### config.mk
export PLATFORM = sky130hd
export DESIGN_NAME = osd_window_control_regs
export DESIGN_NICKNAME = d
export VERILOG_FILES = /design/src/core/osd_regs_pkg.sv /design/src/core/osd_window_if.sv /design/src/core/osd_window_control_regs.sv /design/src/core/osd_window_geom.sv /design/src/core/osd_rom_signature.sv
export SDC_FILE = /design/constraint.sdc
export NUM_CORES = 1
export LEC_CHECK = 0
export BUFFER_PORTS_ARGS = -buffer_cell sky130_fd_sc_hd__buf_2
export CAP_MARGIN = 0
export CORE_MARGIN = 4
export CORE_UTILIZATION = 41
export DETAILED_ROUTE_END_ITERATION = 8
export SYNTH_ARGS = -nofsm -noshare
export SYNTH_HDL_FRONTEND = slang
export SYNTH_SLANG_ARGS = --single-unit
### constraint.sdc
create_clock -name clk -period 2.59 [get_ports clk]
set_clock_uncertainty 0.05 [all_clocks]
set_input_delay 0.1295 -clock clk [delete_from_list [all_inputs] [get_ports clk]]
set_output_delay 0.1295 -clock clk [all_outputs]
set_load 0.02 [all_outputs]
### src/core/osd_regs_pkg.sv
package osd_regs_pkg;

  // ----------------------------------------------------------------
  // Register byte addresses
  // ----------------------------------------------------------------
  localparam logic [15:0] ADDR_FONT_CODE_SEL = 16'h8402;
  localparam logic [15:0] ADDR_VERTICAL_BLANKING_OUTPUT_LEN = 16'h8403;
  localparam logic [15:0] ADDR_CHAR_HEIGHT = 16'h8404;
  localparam logic [15:0] ADDR_HIGHLIGHT_LO = 16'h8405;
  localparam logic [15:0] ADDR_HIGHLIGHT_HI = 16'h8406;
  localparam logic [15:0] ADDR_LOWLIGHT_LO = 16'h8407;
  localparam logic [15:0] ADDR_LOWLIGHT_HI = 16'h8408;
  localparam logic [15:0] ADDR_SHADOW_LO = 16'h8409;
  localparam logic [15:0] ADDR_SHADOW_HI = 16'h840A;
  localparam logic [15:0] ADDR_SIG_START = 16'h840D;
  localparam logic [15:0] ADDR_SIG_RESULT_LO = 16'h840E;
  localparam logic [15:0] ADDR_SIG_RESULT_HI = 16'h840F;
  localparam logic [15:0] ADDR_WIN1_HSTART = 16'h8410;
  localparam logic [15:0] ADDR_WIN1_VSTART = 16'h8411;
  localparam logic [15:0] ADDR_WIN1_MASK_B0 = 16'h8414;
  localparam logic [15:0] ADDR_WIN1_MASK_B3 = 16'h8417;
  localparam logic [15:0] ADDR_WIN2_HSTART = 16'h8418;
  localparam logic [15:0] ADDR_PAGE_FIRST = 16'h8000;
  localparam logic [15:0] ADDR_PAGE_LAST = 16'h81FF;

  // ----------------------------------------------------------------
  // Field layout and reset values
  // ----------------------------------------------------------------
  localparam int BIT_FONT_PLANE = 0;
  localparam int BIT_CODE_SEL = 1;
  localparam int BIT_SIG_START = 0;
  localparam int VERTICAL_BLANKING_OUTPUT_W = 7;
  localparam int COLOUR_W = 9;
  localparam int HEIGHT_W = 10;
  localparam int HPIX_W = 11;
  localparam int VLINE_W = 10;
  localparam logic [7:0] RESET_BYTE = 8'h00;
  localparam logic [8:0] RESET_COLOUR = 9'h000;
  localparam logic [31:0] RESET_MASK = 32'h0000_0000;

  // ----------------------------------------------------------------
  // Scaling and geometry
  // ----------------------------------------------------------------
  localparam int HEIGHT_SHIFT = 2;
  localparam int HSTART_SHIFT = 2;
  localparam logic [10:0] HSTART_OFFSET = 11'h01E;
  localparam int VSTART_SHIFT = 1;
  localparam int MASK_COLS = 32;
  localparam logic [4:0] COL_NARROW_PIX = 5'h0C;
  localparam logic [4:0] COL_WIDE_PIX = 5'h18;

  // ----------------------------------------------------------------
  // Signature
  // ----------------------------------------------------------------
  localparam logic [15:0] CRC_POLY = 16'h1021;
  localparam logic [15:0] CRC_INIT = 16'hFFFF;

  typedef enum logic [2:0] {
    SIG_IDLE = 3'b001,
    SIG_RUN = 3'b010,
    SIG_DRAIN = 3'b100
  } sig_state_e;

endpackage

### src/core/osd_window_if.sv
`timescale 1ns/1ps
interface osd_window_if;
  import osd_regs_pkg::*;
  logic shown_en;
  logic [7:0] hstart;
  logic [7:0] vstart;
  logic [31:0] mask;
  logic [HPIX_W-1:0] hstart_pix;
  logic [VLINE_W-1:0] vstart_line;
  logic active;
  logic double_col;
  logic [3:0] font_pixel;

  modport cfg (output shown_en, hstart, vstart, mask,
               input hstart_pix, vstart_line, active, double_col, font_pixel);
  modport win (input shown_en, hstart, vstart, mask,
               output hstart_pix, vstart_line, active, double_col, font_pixel);
endinterface

### src/core/osd_window_control_regs.sv
`timescale 1ns/1ps
module osd_window_control_regs #(
  parameter int ROM_DEPTH = 4096,
  parameter int ROM_AW = 12
) (
  // Clock and reset
  input wire logic clk,
  input wire logic nrst,
  // Host register port
  input wire logic [15:0] reg_addr,
  input wire logic reg_wr,
  input wire logic [7:0] reg_wdata,
  input wire logic reg_rd,
  output logic [7:0] reg_rdata,
  output logic reg_rvalid,
  // Display page RAM codes at the read address
  input wire logic [7:0] page_char_code,
  input wire logic [7:0] page_attr_code,
  // Font access
  output logic font_plane_sel,
  output logic [ROM_AW-1:0] rom_addr,
  output logic rom_rd_en,
  input wire logic [7:0] rom_data,
  // Frame timing
  input wire logic vsync_pulse,
  input wire logic hline_pulse,
  output logic vertical_blanking_output,
  output logic [osd_regs_pkg::HEIGHT_W-1:0] height_line_total,
  // Colours
  output logic [osd_regs_pkg::COLOUR_W-1:0] highlight_colour,
  output logic [osd_regs_pkg::COLOUR_W-1:0] lowlight_colour,
  output logic [osd_regs_pkg::COLOUR_W-1:0] shadow_colour,
  // Window enables and raster position
  input wire logic global_display_enable,
  input wire logic window_one_enable,
  input wire logic window_two_enable,
  input wire logic [osd_regs_pkg::HPIX_W-1:0] pixel_count,
  input wire logic [osd_regs_pkg::VLINE_W-1:0] char_line_count,
  input wire logic [6:0] char_column,
  input wire logic [4:0] col_pixel,
  // Window results
  output logic [osd_regs_pkg::HPIX_W-1:0] window_one_hstart_pix,
  output logic [osd_regs_pkg::VLINE_W-1:0] window_one_vstart_line,
  output logic window_one_active,
  output logic window_one_double,
  output logic [3:0] window_one_font_pixel,
  output logic [osd_regs_pkg::HPIX_W-1:0] window_two_hstart_pix,
  output logic window_two_active
);
  import osd_regs_pkg::*;

  // ----------------------------------------------------------------
  // Register storage
  // ----------------------------------------------------------------
  logic code_sel;
  logic [VERTICAL_BLANKING_OUTPUT_W-1:0] vertical_blanking_output_len;
  logic [7:0] char_height;
  logic [7:0] win1_hstart;
  logic [7:0] win1_vstart;
  logic [31:0] win1_mask;
  logic [7:0] win2_hstart;
  logic sig_start_req;
  logic sig_busy;
  logic sig_done;
  logic [15:0] sig_result;
  logic [VERTICAL_BLANKING_OUTPUT_W-1:0] vertical_blanking_output_left;
  logic page_hit;
  logic [7:0] next_rdata;

  osd_window_if win1_if ();
  osd_window_if win2_if ();

  function automatic logic is_addr(input logic [15:0] a, input logic [15:0] target);
    return a == target;
  endfunction

  assign page_hit = (reg_addr >= ADDR_PAGE_FIRST) && (reg_addr <= ADDR_PAGE_LAST);
  assign sig_start_req = reg_wr && is_addr(reg_addr, ADDR_SIG_START) && reg_wdata[BIT_SIG_START];

  // ----------------------------------------------------------------
  // Host writes
  // ----------------------------------------------------------------
  // Only defined fields are stored, so reserved bits drop writes
  always_ff @(posedge clk or negedge nrst)
  begin
    if (!nrst)
    begin
      font_plane_sel <= 1'b0;
      code_sel <= 1'b0;
      vertical_blanking_output_len <= '0;
      char_height <= RESET_BYTE;
    end
    else if (reg_wr)
    begin
      if (is_addr(reg_addr, ADDR_FONT_CODE_SEL))
      begin
        font_plane_sel <= reg_wdata[BIT_FONT_PLANE];
        code_sel <= reg_wdata[BIT_CODE_SEL];
      end
      if (is_addr(reg_addr, ADDR_VERTICAL_BLANKING_OUTPUT_LEN))
        vertical_blanking_output_len <= reg_wdata[VERTICAL_BLANKING_OUTPUT_W-1:0];
      if (is_addr(reg_addr, ADDR_CHAR_HEIGHT))
        char_height <= reg_wdata;
    end
  end

  always_ff @(posedge clk or negedge nrst)
  begin
    if (!nrst)
    begin
      highlight_colour <= RESET_COLOUR;
      lowlight_colour <= RESET_COLOUR;
      shadow_colour <= RESET_COLOUR;
    end
    else if (reg_wr)
    begin
      // High byte keeps only bit 8 of each colour
      case (reg_addr)
        ADDR_HIGHLIGHT_LO: highlight_colour[7:0] <= reg_wdata;
        ADDR_HIGHLIGHT_HI: highlight_colour[8] <= reg_wdata[0];
        ADDR_LOWLIGHT_LO: lowlight_colour[7:0] <= reg_wdata;
        ADDR_LOWLIGHT_HI: lowlight_colour[8] <= reg_wdata[0];
        ADDR_SHADOW_LO: shadow_colour[7:0] <= reg_wdata;
        ADDR_SHADOW_HI: shadow_colour[8] <= reg_wdata[0];
        default: ;
      endcase
    end
  end

  always_ff @(posedge clk or negedge nrst)
  begin
    if (!nrst)
    begin
      win1_hstart <= RESET_BYTE;
      win1_vstart <= RESET_BYTE;
      win1_mask <= RESET_MASK;
      win2_hstart <= RESET_BYTE;
    end
    else if (reg_wr)
    begin
      // Values of two or less are accepted; the host is expected to avoid them
      if (is_addr(reg_addr, ADDR_WIN1_HSTART))
        win1_hstart <= reg_wdata;
      if (is_addr(reg_addr, ADDR_WIN1_VSTART))
        win1_vstart <= reg_wdata;
      if (is_addr(reg_addr, ADDR_WIN2_HSTART))
        win2_hstart <= reg_wdata;
      if (reg_addr >= ADDR_WIN1_MASK_B0 && reg_addr <= ADDR_WIN1_MASK_B3)
        win1_mask[8*reg_addr[1:0] +: 8] <= reg_wdata;
    end
  end

  // ----------------------------------------------------------------
  // Host reads
  // ----------------------------------------------------------------
  always_comb
  begin
    next_rdata = 8'h00;
    if (page_hit)
      next_rdata = code_sel ? page_attr_code : page_char_code;
    else
      case (reg_addr)
        ADDR_FONT_CODE_SEL: next_rdata = {6'h00, code_sel, font_plane_sel};
        ADDR_VERTICAL_BLANKING_OUTPUT_LEN: next_rdata = {1'b0, vertical_blanking_output_len};
        ADDR_CHAR_HEIGHT: next_rdata = char_height;
        ADDR_HIGHLIGHT_LO: next_rdata = highlight_colour[7:0];
        ADDR_HIGHLIGHT_HI: next_rdata = {7'h00, highlight_colour[8]};
        ADDR_LOWLIGHT_LO: next_rdata = lowlight_colour[7:0];
        ADDR_LOWLIGHT_HI: next_rdata = {7'h00, lowlight_colour[8]};
        ADDR_SHADOW_LO: next_rdata = shadow_colour[7:0];
        ADDR_SHADOW_HI: next_rdata = {7'h00, shadow_colour[8]};
        ADDR_SIG_START: next_rdata = {7'h00, sig_busy};
        ADDR_SIG_RESULT_LO: next_rdata = sig_result[7:0];
        ADDR_SIG_RESULT_HI: next_rdata = sig_result[15:8];
        ADDR_WIN1_HSTART: next_rdata = win1_hstart;
        ADDR_WIN1_VSTART: next_rdata = win1_vstart;
        ADDR_WIN2_HSTART: next_rdata = win2_hstart;
        default:
          if (reg_addr >= ADDR_WIN1_MASK_B0 && reg_addr <= ADDR_WIN1_MASK_B3)
            next_rdata = win1_mask[8*reg_addr[1:0] +: 8];
      endcase
  end

  always_ff @(posedge clk or negedge nrst)
  begin
    if (!nrst)
    begin
      reg_rdata <= 8'h00;
      reg_rvalid <= 1'b0;
    end
    else
    begin
      reg_rvalid <= reg_rd;
      if (reg_rd)
        reg_rdata <= next_rdata;
    end
  end

  // ----------------------------------------------------------------
  // Vertical blanking and character height
  // ----------------------------------------------------------------
  // A new sync restarts the count even mid-blank
  always_ff @(posedge clk or negedge nrst)
  begin
    if (!nrst)
    begin
      vertical_blanking_output_left <= '0;
      vertical_blanking_output <= 1'b0;
    end
    else if (vsync_pulse)
    begin
      vertical_blanking_output_left <= vertical_blanking_output_len;
      vertical_blanking_output <= (vertical_blanking_output_len != '0);
    end
    else if (hline_pulse && vertical_blanking_output_left != '0)
    begin
      vertical_blanking_output_left <= vertical_blanking_output_left - 1'b1;
      vertical_blanking_output <= (vertical_blanking_output_left != VERTICAL_BLANKING_OUTPUT_W'(1));
    end
  end

  always_ff @(posedge clk or negedge nrst)
  begin
    if (!nrst)
      height_line_total <= '0;
    else
      height_line_total <= HEIGHT_W'(char_height) << HEIGHT_SHIFT;
  end

  // ----------------------------------------------------------------
  // Font ROM signature
  // ----------------------------------------------------------------
  osd_rom_signature #(
    .ROM_DEPTH(ROM_DEPTH),
    .ROM_AW(ROM_AW)
  ) u_sig (
    .clk(clk),
    .nrst(nrst),
    .start(sig_start_req),
    .busy(sig_busy),
    .done(sig_done),
    .result(sig_result),
    .rom_addr(rom_addr),
    .rom_rd_en(rom_rd_en),
    .rom_data(rom_data)
  );

  // ----------------------------------------------------------------
  // Display windows
  // ----------------------------------------------------------------
  // Window two has no column mask here, so it always runs normal width
  assign win1_if.shown_en = global_display_enable && window_one_enable;
  assign win1_if.hstart = win1_hstart;
  assign win1_if.vstart = win1_vstart;
  assign win1_if.mask = win1_mask;
  assign win2_if.shown_en = global_display_enable && window_two_enable;
  assign win2_if.hstart = win2_hstart;
  assign win2_if.vstart = RESET_BYTE;
  assign win2_if.mask = RESET_MASK;

  osd_window_geom u_win1 (
    .clk(clk),
    .nrst(nrst),
    .pixel_count(pixel_count),
    .char_line_count(char_line_count),
    .char_column(char_column),
    .col_pixel(col_pixel),
    .wif(win1_if.win)
  );

  osd_window_geom u_win2 (
    .clk(clk),
    .nrst(nrst),
    .pixel_count(pixel_count),
    .char_line_count(char_line_count),
    .char_column(char_column),
    .col_pixel(col_pixel),
    .wif(win2_if.win)
  );

  assign window_one_hstart_pix = win1_if.hstart_pix;
  assign window_one_vstart_line = win1_if.vstart_line;
  assign window_one_active = win1_if.active;
  assign window_one_double = win1_if.double_col;
  assign window_one_font_pixel = win1_if.font_pixel;
  assign window_two_hstart_pix = win2_if.hstart_pix;
  assign window_two_active = win2_if.active;

  // ----------------------------------------------------------------
  // Assertions
  // ----------------------------------------------------------------
  a_attr_readback: assert property (@(posedge clk) disable iff (!nrst)
    reg_rd && page_hit && code_sel |=> reg_rvalid && reg_rdata == $past(page_attr_code))
    else $error("page read ignored attribute select");
  a_char_readback: assert property (@(posedge clk) disable iff (!nrst)
    reg_rd && page_hit && !code_sel |=> reg_rdata == $past(page_char_code))
    else $error("page read ignored character select");
  a_plane_write: assert property (@(posedge clk) disable iff (!nrst)
    reg_wr && is_addr(reg_addr, ADDR_FONT_CODE_SEL) |=> font_plane_sel == $past(reg_wdata[0]))
    else $error("font plane select not stored");
  a_vertical_blanking_output_begin: assert property (@(posedge clk) disable iff (!nrst)
    vsync_pulse |=> vertical_blanking_output == ($past(vertical_blanking_output_len) != 0))
    else $error("blanking did not follow sync");
  a_vertical_blanking_output_one_line: assert property (@(posedge clk) disable iff (!nrst)
    hline_pulse && !vsync_pulse && vertical_blanking_output_left == VERTICAL_BLANKING_OUTPUT_W'(1) |=> !vertical_blanking_output)
    else $error("blanking ran past its last line");
  a_height_scale: assert property (@(posedge clk) disable iff (!nrst)
    reg_wr && is_addr(reg_addr, ADDR_CHAR_HEIGHT) |=> ##1 height_line_total == {$past(reg_wdata, 2), 2'b00})
    else $error("height total not four times value");
  a_colour_reserved: assert property (@(posedge clk) disable iff (!nrst)
    reg_rd && is_addr(reg_addr, ADDR_HIGHLIGHT_HI) |=> reg_rdata[7:1] == 7'h00)
    else $error("reserved colour bits read nonzero");
  a_sig_busy_set: assert property (@(posedge clk) disable iff (!nrst)
    sig_start_req && !sig_busy |=> sig_busy [*8])
    else $error("signature start did not hold");
  a_sig_result: assert property (@(posedge clk) disable iff (!nrst)
    $changed(sig_result) |-> sig_done && !sig_busy)
    else $error("signature result changed outside completion");
  a_sig_finish: assert property (@(posedge clk) disable iff (!nrst)
    $fell(sig_busy) |-> sig_done)
    else $error("start bit cleared before result stored");
  a_hstart_scale: assert property (@(posedge clk) disable iff (!nrst)
    reg_wr && is_addr(reg_addr, ADDR_WIN1_HSTART) |=> ##1
      window_one_hstart_pix == (HPIX_W'($past(reg_wdata, 2)) << 2) + 11'd30)
    else $error("horizontal start pixel wrong");
  a_vstart_scale: assert property (@(posedge clk) disable iff (!nrst)
    reg_wr && is_addr(reg_addr, ADDR_WIN1_VSTART) |=> ##1
      window_one_vstart_line == {1'b0, $past(reg_wdata, 2), 1'b0})
    else $error("vertical start line wrong");
  a_window_gate: assert property (@(posedge clk) disable iff (!nrst)
    !(global_display_enable && window_one_enable) |=> !window_one_active)
    else $error("window shown while disabled");
  a_wide_limit: assert property (@(posedge clk) disable iff (!nrst)
    window_one_double |-> $past(char_column) < 7'd32)
    else $error("column past thirty-two widened");
  a_wide_repeat: assert property (@(posedge clk) disable iff (!nrst)
    window_one_double |-> window_one_font_pixel == $past(col_pixel[4:1]))
    else $error("wide column did not repeat pixels");

  c_sig_done: cover property (@(posedge clk) disable iff (!nrst) sig_done);
  c_vertical_blanking_output_end: cover property (@(posedge clk) disable iff (!nrst) $fell(vertical_blanking_output));
  c_wide_col: cover property (@(posedge clk) disable iff (!nrst) window_one_double && window_one_active);
endmodule

### src/core/osd_window_geom.sv
`timescale 1ns/1ps
module osd_window_geom (
  // Clock and reset
  input wire logic clk,
  input wire logic nrst,
  // Raster position
  input wire logic [osd_regs_pkg::HPIX_W-1:0] pixel_count,
  input wire logic [osd_regs_pkg::VLINE_W-1:0] char_line_count,
  input wire logic [6:0] char_column,
  input wire logic [4:0] col_pixel,
  // Window configuration and results
  osd_window_if.win wif
);
  import osd_regs_pkg::*;

  logic dbl;

  // Columns past the mask width are never widened
  assign dbl = (char_column < 7'(MASK_COLS)) && wif.mask[char_column[4:0]];

  always_ff @(posedge clk or negedge nrst)
  begin
    if (!nrst)
    begin
      wif.hstart_pix <= '0;
      wif.vstart_line <= '0;
    end
    else
    begin
      wif.hstart_pix <= (HPIX_W'(wif.hstart) << HSTART_SHIFT) + HSTART_OFFSET;
      wif.vstart_line <= VLINE_W'(wif.vstart) << VSTART_SHIFT;
    end
  end

  // Vertical start compares against auto-height lines, not scan lines
  always_ff @(posedge clk or negedge nrst)
  begin
    if (!nrst)
      wif.active <= 1'b0;
    else
      wif.active <= wif.shown_en && (pixel_count >= wif.hstart_pix) &&
                    (char_line_count >= wif.vstart_line);
  end

  // Wide columns show each font pixel on two neighbouring positions
  always_ff @(posedge clk or negedge nrst)
  begin
    if (!nrst)
    begin
      wif.double_col <= 1'b0;
      wif.font_pixel <= 4'h0;
    end
    else
    begin
      wif.double_col <= dbl;
      wif.font_pixel <= dbl ? col_pixel[4:1] : col_pixel[3:0];
    end
  end
endmodule

### src/core/osd_rom_signature.sv
`timescale 1ns/1ps
module osd_rom_signature #(
  parameter int ROM_DEPTH = 4096,
  parameter int ROM_AW = 12
) (
  // Clock and reset
  input wire logic clk,
  input wire logic nrst,
  // Control
  input wire logic start,
  output logic busy,
  output logic done,
  output logic [15:0] result,
  // Font ROM, one cycle read latency
  output logic [ROM_AW-1:0] rom_addr,
  output logic rom_rd_en,
  input wire logic [7:0] rom_data
);
  import osd_regs_pkg::*;

  function automatic logic [15:0] crc_byte(input logic [15:0] crc, input logic [7:0] d);
    logic [15:0] c;
    c = crc ^ {d, 8'h00};
    for (int i = 0; i < 8; i++)
      c = c[15] ? ((c << 1) ^ CRC_POLY) : (c << 1);
    return c;
  endfunction

  sig_state_e state;
  logic [15:0] crc;
  logic last_issued;
  logic data_valid;

  assign busy = (state != SIG_IDLE);

  always_ff @(posedge clk or negedge nrst)
  begin
    if (!nrst)
    begin
      state <= SIG_IDLE;
      rom_addr <= '0;
      rom_rd_en <= 1'b0;
      last_issued <= 1'b0;
    end
    else
    begin
      case (state)
        SIG_IDLE:
          if (start)
          begin
            state <= SIG_RUN;
            rom_addr <= '0;
            rom_rd_en <= 1'b1;
          end
        SIG_RUN:
          if (rom_addr == ROM_AW'(ROM_DEPTH - 1))
          begin
            state <= SIG_DRAIN;
            rom_rd_en <= 1'b0;
            last_issued <= 1'b1;
          end
          else
            rom_addr <= rom_addr + 1'b1;
        SIG_DRAIN:
        begin
          state <= SIG_IDLE;
          last_issued <= 1'b0;
        end
        default:
          state <= SIG_IDLE;
      endcase
    end
  end

  // Data arrives the cycle after each address is issued, so bytes are taken one cycle behind the read enable
  always_ff @(posedge clk or negedge nrst)
  begin
    if (!nrst)
    begin
      crc <= CRC_INIT;
      result <= 16'h0000;
      done <= 1'b0;
      data_valid <= 1'b0;
    end
    else
    begin
      done <= 1'b0;
      data_valid <= rom_rd_en;
      if (state == SIG_IDLE && start)
        crc <= CRC_INIT;
      else if (data_valid)
      begin
        crc <= crc_byte(crc, rom_data);
        if (last_issued)
        begin
          result <= crc_byte(crc, rom_data);
          done <= 1'b1;
        end
      end
    end
  end
endmodule

# Word-level counts from Yosys, hierarchy flattened
# Cells that the tools add are included.
# totals
out_inout_bits	100
wordCells	155
input_bits	90
regBits	212
# classes
shifts	3
n_eq_ne	24
n_mux	33
n_bitwise	10
addsub	5
n_reduce_logical	37
magnitude_cmp	10
# op_table
operator	count
$eq 16x16->1 const B	15
$pmux 8 s15	1
$mux 13	8
$neg 5->34	1
$shift 8x34->32 const A	1
$shiftx 8x34->32	1
$bwmux 32	1
$ge 16x16->1 const B	2
$le 16x16->1 const B	2
$mux 16	2
$shiftx 32x6->8	1
$reduce_and 2->1	15
$mux 12	2
$mux 8	3
$not 3->3	8
$pmux 12 s2	1
$add 10x5->11 const B	2
$ge 11x11->1	2
$xor 16x16->16	1
$mux 7	2
$reduce_bool 7->1	2
$logic_and 1x1->1	13
$add 12x1->12 const B	1
$eq 12x12->1 const B	1
21 further kinds	34

# Logic depth before layout (Yosys ltp)
# depth
ltp_word	19
ltp_mapped	11
depth_no_buf	8

# By module
# Synthesis repeated with hierarchy kept, for this count alone.
# hier_totals
hier_cells	1086
area_unflattened_um2	11767.5
# by_module_without_submodules
mod	instances	cells_each	seq_area_each_um2	area_per_inst_um2
osd_window_control_regs	1	581	3128.0	6208.5
osd_rom_signature	1	222	1297.5	2372.3
osd_window_geom (u_win2)	1	142	600.6	1602.8
osd_window_geom (u_win1)	1	141	600.6	1584.0

# Worst setup path after synthesis
# OpenSTA, ideal clock, no wires.
# synth_path
path_type	input port to flip-flop
from	in reg_addr[0]
to	reg reg_rdata[0]
stages	11
path_buffers	3
required_ps	2408
setup_time_ps	132
slack_ps	179
arrival_ps	2229
cell_sequence	buf_1 -> inv_1 -> ha_1 -> buf_2 -> and4b_1 -> clkbuf_1 -> a32oi_1 -> a41oi_1 -> a2111oi_0 -> and3b_1 -> a211oi_2
# synth_between
elab_chain_cells	5
elab_cells_between_ends	25
cone_classes	order compare: 4; eq/ne: 15; shift: 1; mux: 3; reduce/logical: 2
# synth_rtl
element	line_no	text
start: declaration	osd_window_control_regs.sv:10	input wire logic [15:0] reg_addr,
$ge 16x16->1 or $le 16x16->1 (tied branches)	osd_window_control_regs.sv:179	if (reg_addr >= ADDR_WIN1_MASK_B0 && reg_addr <= ADDR_WIN1_MASK_B3)
$logic_and 1x1->1	osd_window_control_regs.sv:179	
$mux 8	osd_window_control_regs.sv:179	
$pmux 8 s15	osd_window_control_regs.sv:162	case (reg_addr)
$mux 8 *	osd_window_control_regs.sv:159	if (page_hit)
end signal: assignment	osd_window_control_regs.sv:195	reg_rdata <= next_rdata;
end: declaration	osd_window_control_regs.sv:14	output logic [7:0] reg_rdata,
# Every way passes the cells marked *; elsewhere a longest branch is shown, timed or not.
# A chain may end at the register's enable or synchronous reset.

# Worst setup path in the final report
# layout_path
from	reg win1_mask[15], in the netlist win1_if.mask[15]
to	reg u_win1.wif.double_col
# layout_between
elab_chain_cells	3
# layout_rtl
element	line_no	text
start: declaration	osd_window_control_regs.sv:60	logic [31:0] win1_mask;
start signal: indexed assignment	osd_window_control_regs.sv:149	win1_mask[8*reg_addr[1:0] +: 8] <= reg_wdata;
$bmux 1 s5	osd_window_geom.sv:19	assign dbl = (char_column < 7'(MASK_COLS)) && wif.mask[char_column[4:0]];
$mux 1 (not written as such)	osd_window_geom.sv:19	
$logic_and 1x1->1	osd_window_geom.sv:19	
via u_win1.dbl	osd_window_geom.sv:16	logic dbl;
end signal: assignment	osd_window_geom.sv:55	wif.double_col <= dbl;
end: declaration	osd_window_if.sv:17	output hstart_pix, vstart_line, active, double_col, font_pixel);
# The timed path passes the listed nets, and every way through them passes these cells. The select of a mux whose other input is x is not followed.

==> run_results.csv <==
group,metric,value,unit
setup_path,cp.required,2.95,ns
floorplanning,initial_utilization,0.418,
setup_path,r2r-end,"u_win1.wif.double_col",
setup_path,path_class,"flip-flop to flip-flop",
sta,min_period,2.37,ns
place,gp_congestion,0.918,
place,dp_slack,0.0352,ns
synth,yosysSeqAreaShare,0.479,
cts,cts_hold_buf,23,
cts,cts_made_buffers,23,
place,io_buffers,183,
global_route,grt_pass1_wl,48.3,mm
sta,hold_viol_final,0,
setup_path,r2r_cells,7,
cts,cts-root-buf,"clkbuf_16",
synth,yosysWarnings,0,
sta,fmax,422,MHz
setup_path,cp_slowest_stage_delay,0.59,ns
floorplanning,dieArea,29400,um^2
job,maxCapViolCount,0,
synth,synth_area_per_cell,10.8,um^2
hold_path,holdCritStartpoint,"char_line_count[9]",
cts,clockBufferDepth,3,
setup_path,critical_path.cell_chain,"mux4_2, mux2i_1, mux2i_1, mux2i_1, or3_1, dlygate4sd3_1, inv_1",
setup_path,r2r_setup_slack,0.22,ns
setup_path,startpoint_type,"flip-flop",
cts,cts_resized,0,
setup_path,cpMostUsedCell,"mux2i_1",
sta,timing.final.ws_setup,0.221,ns
route,num_vias,8472,
cts,clk_latency,0.52,ns
route,ant_nets,0,
setup_path,r2r_start,"win1_if.mask[15]",
hold_path,hp-class,"input pin to flip-flop",
finish,finalNetCount,1357,
route,vias_per_cell,5.36,
finish,layout_common_cells,"dfrtp_1, buf_2, nand2_1",
synth,synth_edf_count,0,
synth,synth_largest_area_cell,"dfrtp_1",
route,wire_per_inst,19.7,um
finish,area_delta_synth_final,21.4,%
sta,worstMarginPinSlew,0.752,ns
synth,syn-instance-count,1016,
synth,yosysTopAreaCellShare,0.439,
global_route,grtUsageMet3,0.0405,
finish,final_common_cell,"dfrtp_1",
synth,synth-main-ff-cell,"dfrtp_1",
setup_path,worstSetupEndpointType,"flip-flop",
setup_path,cp_num_buf_inv,2,
cts,post_cts_buffers,0,
floorplanning,core-area,26200,um^2
floorplanning,die_x,171,um
route,dr.pass1.iters,4,
global_route,top_usage_layer,"met2",
floorplanning,die_height,171,um
sta,rsz0062_at_grt,"no",
setup_path,cp.arrival,2.73,ns
place,hpwl,23.5,mm
sta,finalSetupTns,0,ns
global_route,antenna_found_initial,0,
pwr,vdd_drop_max,0.699,mV
synth,synth_cell_types,79,
floorplanning,rows,59,
route,drcViolationCount,0,
cts,htreeDepth,1,
setup_path,path_max_fanout,5,
hold_path,min_delay_worst_endpoint,"u_win1.wif.active",
route,wirelength,31.1,mm
route,drt_first_iter_violations,443,
finish,drive_gt1_frac,0.322,
global_route,track_usage,0.210,
setup_path,cp_slowest_cell,"dlygate4sd3_1",
global_route,use_met1,0.288,
global_route,grt_max_degree,91,
synth,synthArstFlopShare,1.00,
global_route,grt_pass1_vias,8502,
synth,synth_area_leaders,"dfrtp_1, mux2_2, nand2_1",
hold_path,hold_depth,3,
cts,cts_sinks,209,
cts,cts_tree,"done",
global_route,grt_use_met2,0.335,
synth,synth-seq-cells,209,
sta,maxSlewHeadroom,0.499,
finish,n_antenna_cell,0,
sta,maxSlewViolCount,0,
floorplanning,io_pins,190,
cts,cts.reportedPaths.clkPinSlew,0.06,ns
sta,fin_crit_sh,0.915,
global_route,grt-ovfl-total,0,
synth,synth_area,11000,um^2
pwr,p_per_area,671,nW/um^2
sta,setup_viol,0,
pwr,p_leak,6.30,nW
setup_path,crit_family,"multiplexers",
status,status,"completed",
sequential cells by signal, summed over array words and instances, names as in the netlist, 3 cells and up:
register,flops
highlight_colour,9
u_win1.wif.font_pixel,4
char_height,8
lowlight_colour,9
win1_if.vstart,8
u_sig.crc,16
height_line_total,8
vertical_blanking_output_len,7
win1_if.mask,32
vertical_blanking_output_left,7
u_win1.wif.hstart_pix,10
u_win1.wif.vstart_line,8
win1_hstart,8
reg_rdata,8
u_win2.wif.hstart_pix,9
u_sig.state,3
win2_hstart,8
u_sig.result,16
u_sig.rom_addr,12
shadow_colour,9
how the worst max path moves through the flow:
stage | startpoint | endpoint | slack [ns] | cells past startpoint
floorplan | reg_addr[0] | reg_rdata[0] | 0.18 | 11
global placement | reg_addr[9] | reg_rdata[4] | 0.13 | 7
detailed placement | reg_addr[9] | win1_if.vstart[4] | 0.04 | 6
CTS | win1_if.mask[15] | u_win1.wif.double_col | 0.24 | 7
global route | win1_if.mask[14] | u_win1.wif.double_col | 0.09 | 7
finish | win1_if.mask[15] | u_win1.wif.double_col | 0.22 | 7
metal layers:
metal	share of wire	vias up	routed length, um
met4	0.038	0	1180
met3	0.064	76	2010
met5	0	-	0
li1	-	4028	-
met1	0.43	4083	13500
met2	0.46	285	14400
cells in the mapped netlist, drive strengths merged, types with 4 or more instances:
library cell and n:
dfrtp 192, nand2 147, o21ai 85, mux2 72, nand3 48, inv 47
ha 37, nor2 35, buf 30, xor2 28, clkbuf 27, xnor2 27
dfstp 17, mux2i 16, mux4 16, nand4 16, a21oi 13, nor3 13
and3 11, and2 8, o21a 8, a211oi 7, a22o 7, a22oi 7
nor4 7, a31oi 6, o31ai 6, a222oi 5, a21boi 4, a32oi 4
and3b 4, and4 4, nor2b 4, nor3b 4, nor4b 4, or3 4
where the power goes:
| group | total [mW] | switching [mW] | internal [mW] |
|---|---|---|---|
| Combinational | 1.84 | 1.06 | 0.785 |
| Clock | 3.35 | 1.37 | 1.98 |
| Sequential | 3.72 | 0.137 | 3.59 |
| Total | 8.92 | 2.57 | 6.35 |
worst register-to-register path: cells and delay by family, from the launching register on:
family | cells | cell delay (ns)
buf+inv | 2 | 0.64
flops | 1 | 0.41
mux | 4 | 0.94
simple gates | 1 | 0.24
cell families after synthesis:
| group | Yosys count | synth area share |
|---|---|---|
| AO/OA/AOI/OAI | 169 | 0.0991 |
| XOR/XNOR | 55 | 0.0440 |
| adder cells (fa/ha/maj) | 37 | 0.0423 |
| buffers and inverters | 106 | 0.0477 |
| flip-flops | 209 | 0.479 |
| multiplexers | 104 | 0.122 |
| other | 2 | 0.000686 |
| AND/OR/NAND/NOR | 334 | 0.165 |
stage by stage:
step	instance area, um^2	std cells	util	total power, mW	hold slack [ns]
after floorplan	11000	1021	-	5.08	-0.216
after global placement	12300	1517	0.469	5.58	0.206
after detailed placement	12300	1517	0.469	5.62	0.200
after CTS	13300	1582	0.507	9.03	0.0127
after global routing	13300	1582	0.507	9.41	0.0535
final	13300	1582	0.507	8.92	0.0246
area by class of cell:
class / count / area (um^2)
Fill cell: 2460 / 12900
Sequential cell: 209 / 5250
Multi-Input combinational cell: 706 / 5200
Timing Repair Buffer: 243 / 1470
Clock buffer: 29 / 648
Tap cell: 335 / 419
Inverter: 47 / 176
Clock inverter: 13 / 135
No activity file was read; power rests on OpenSTA's default activity.
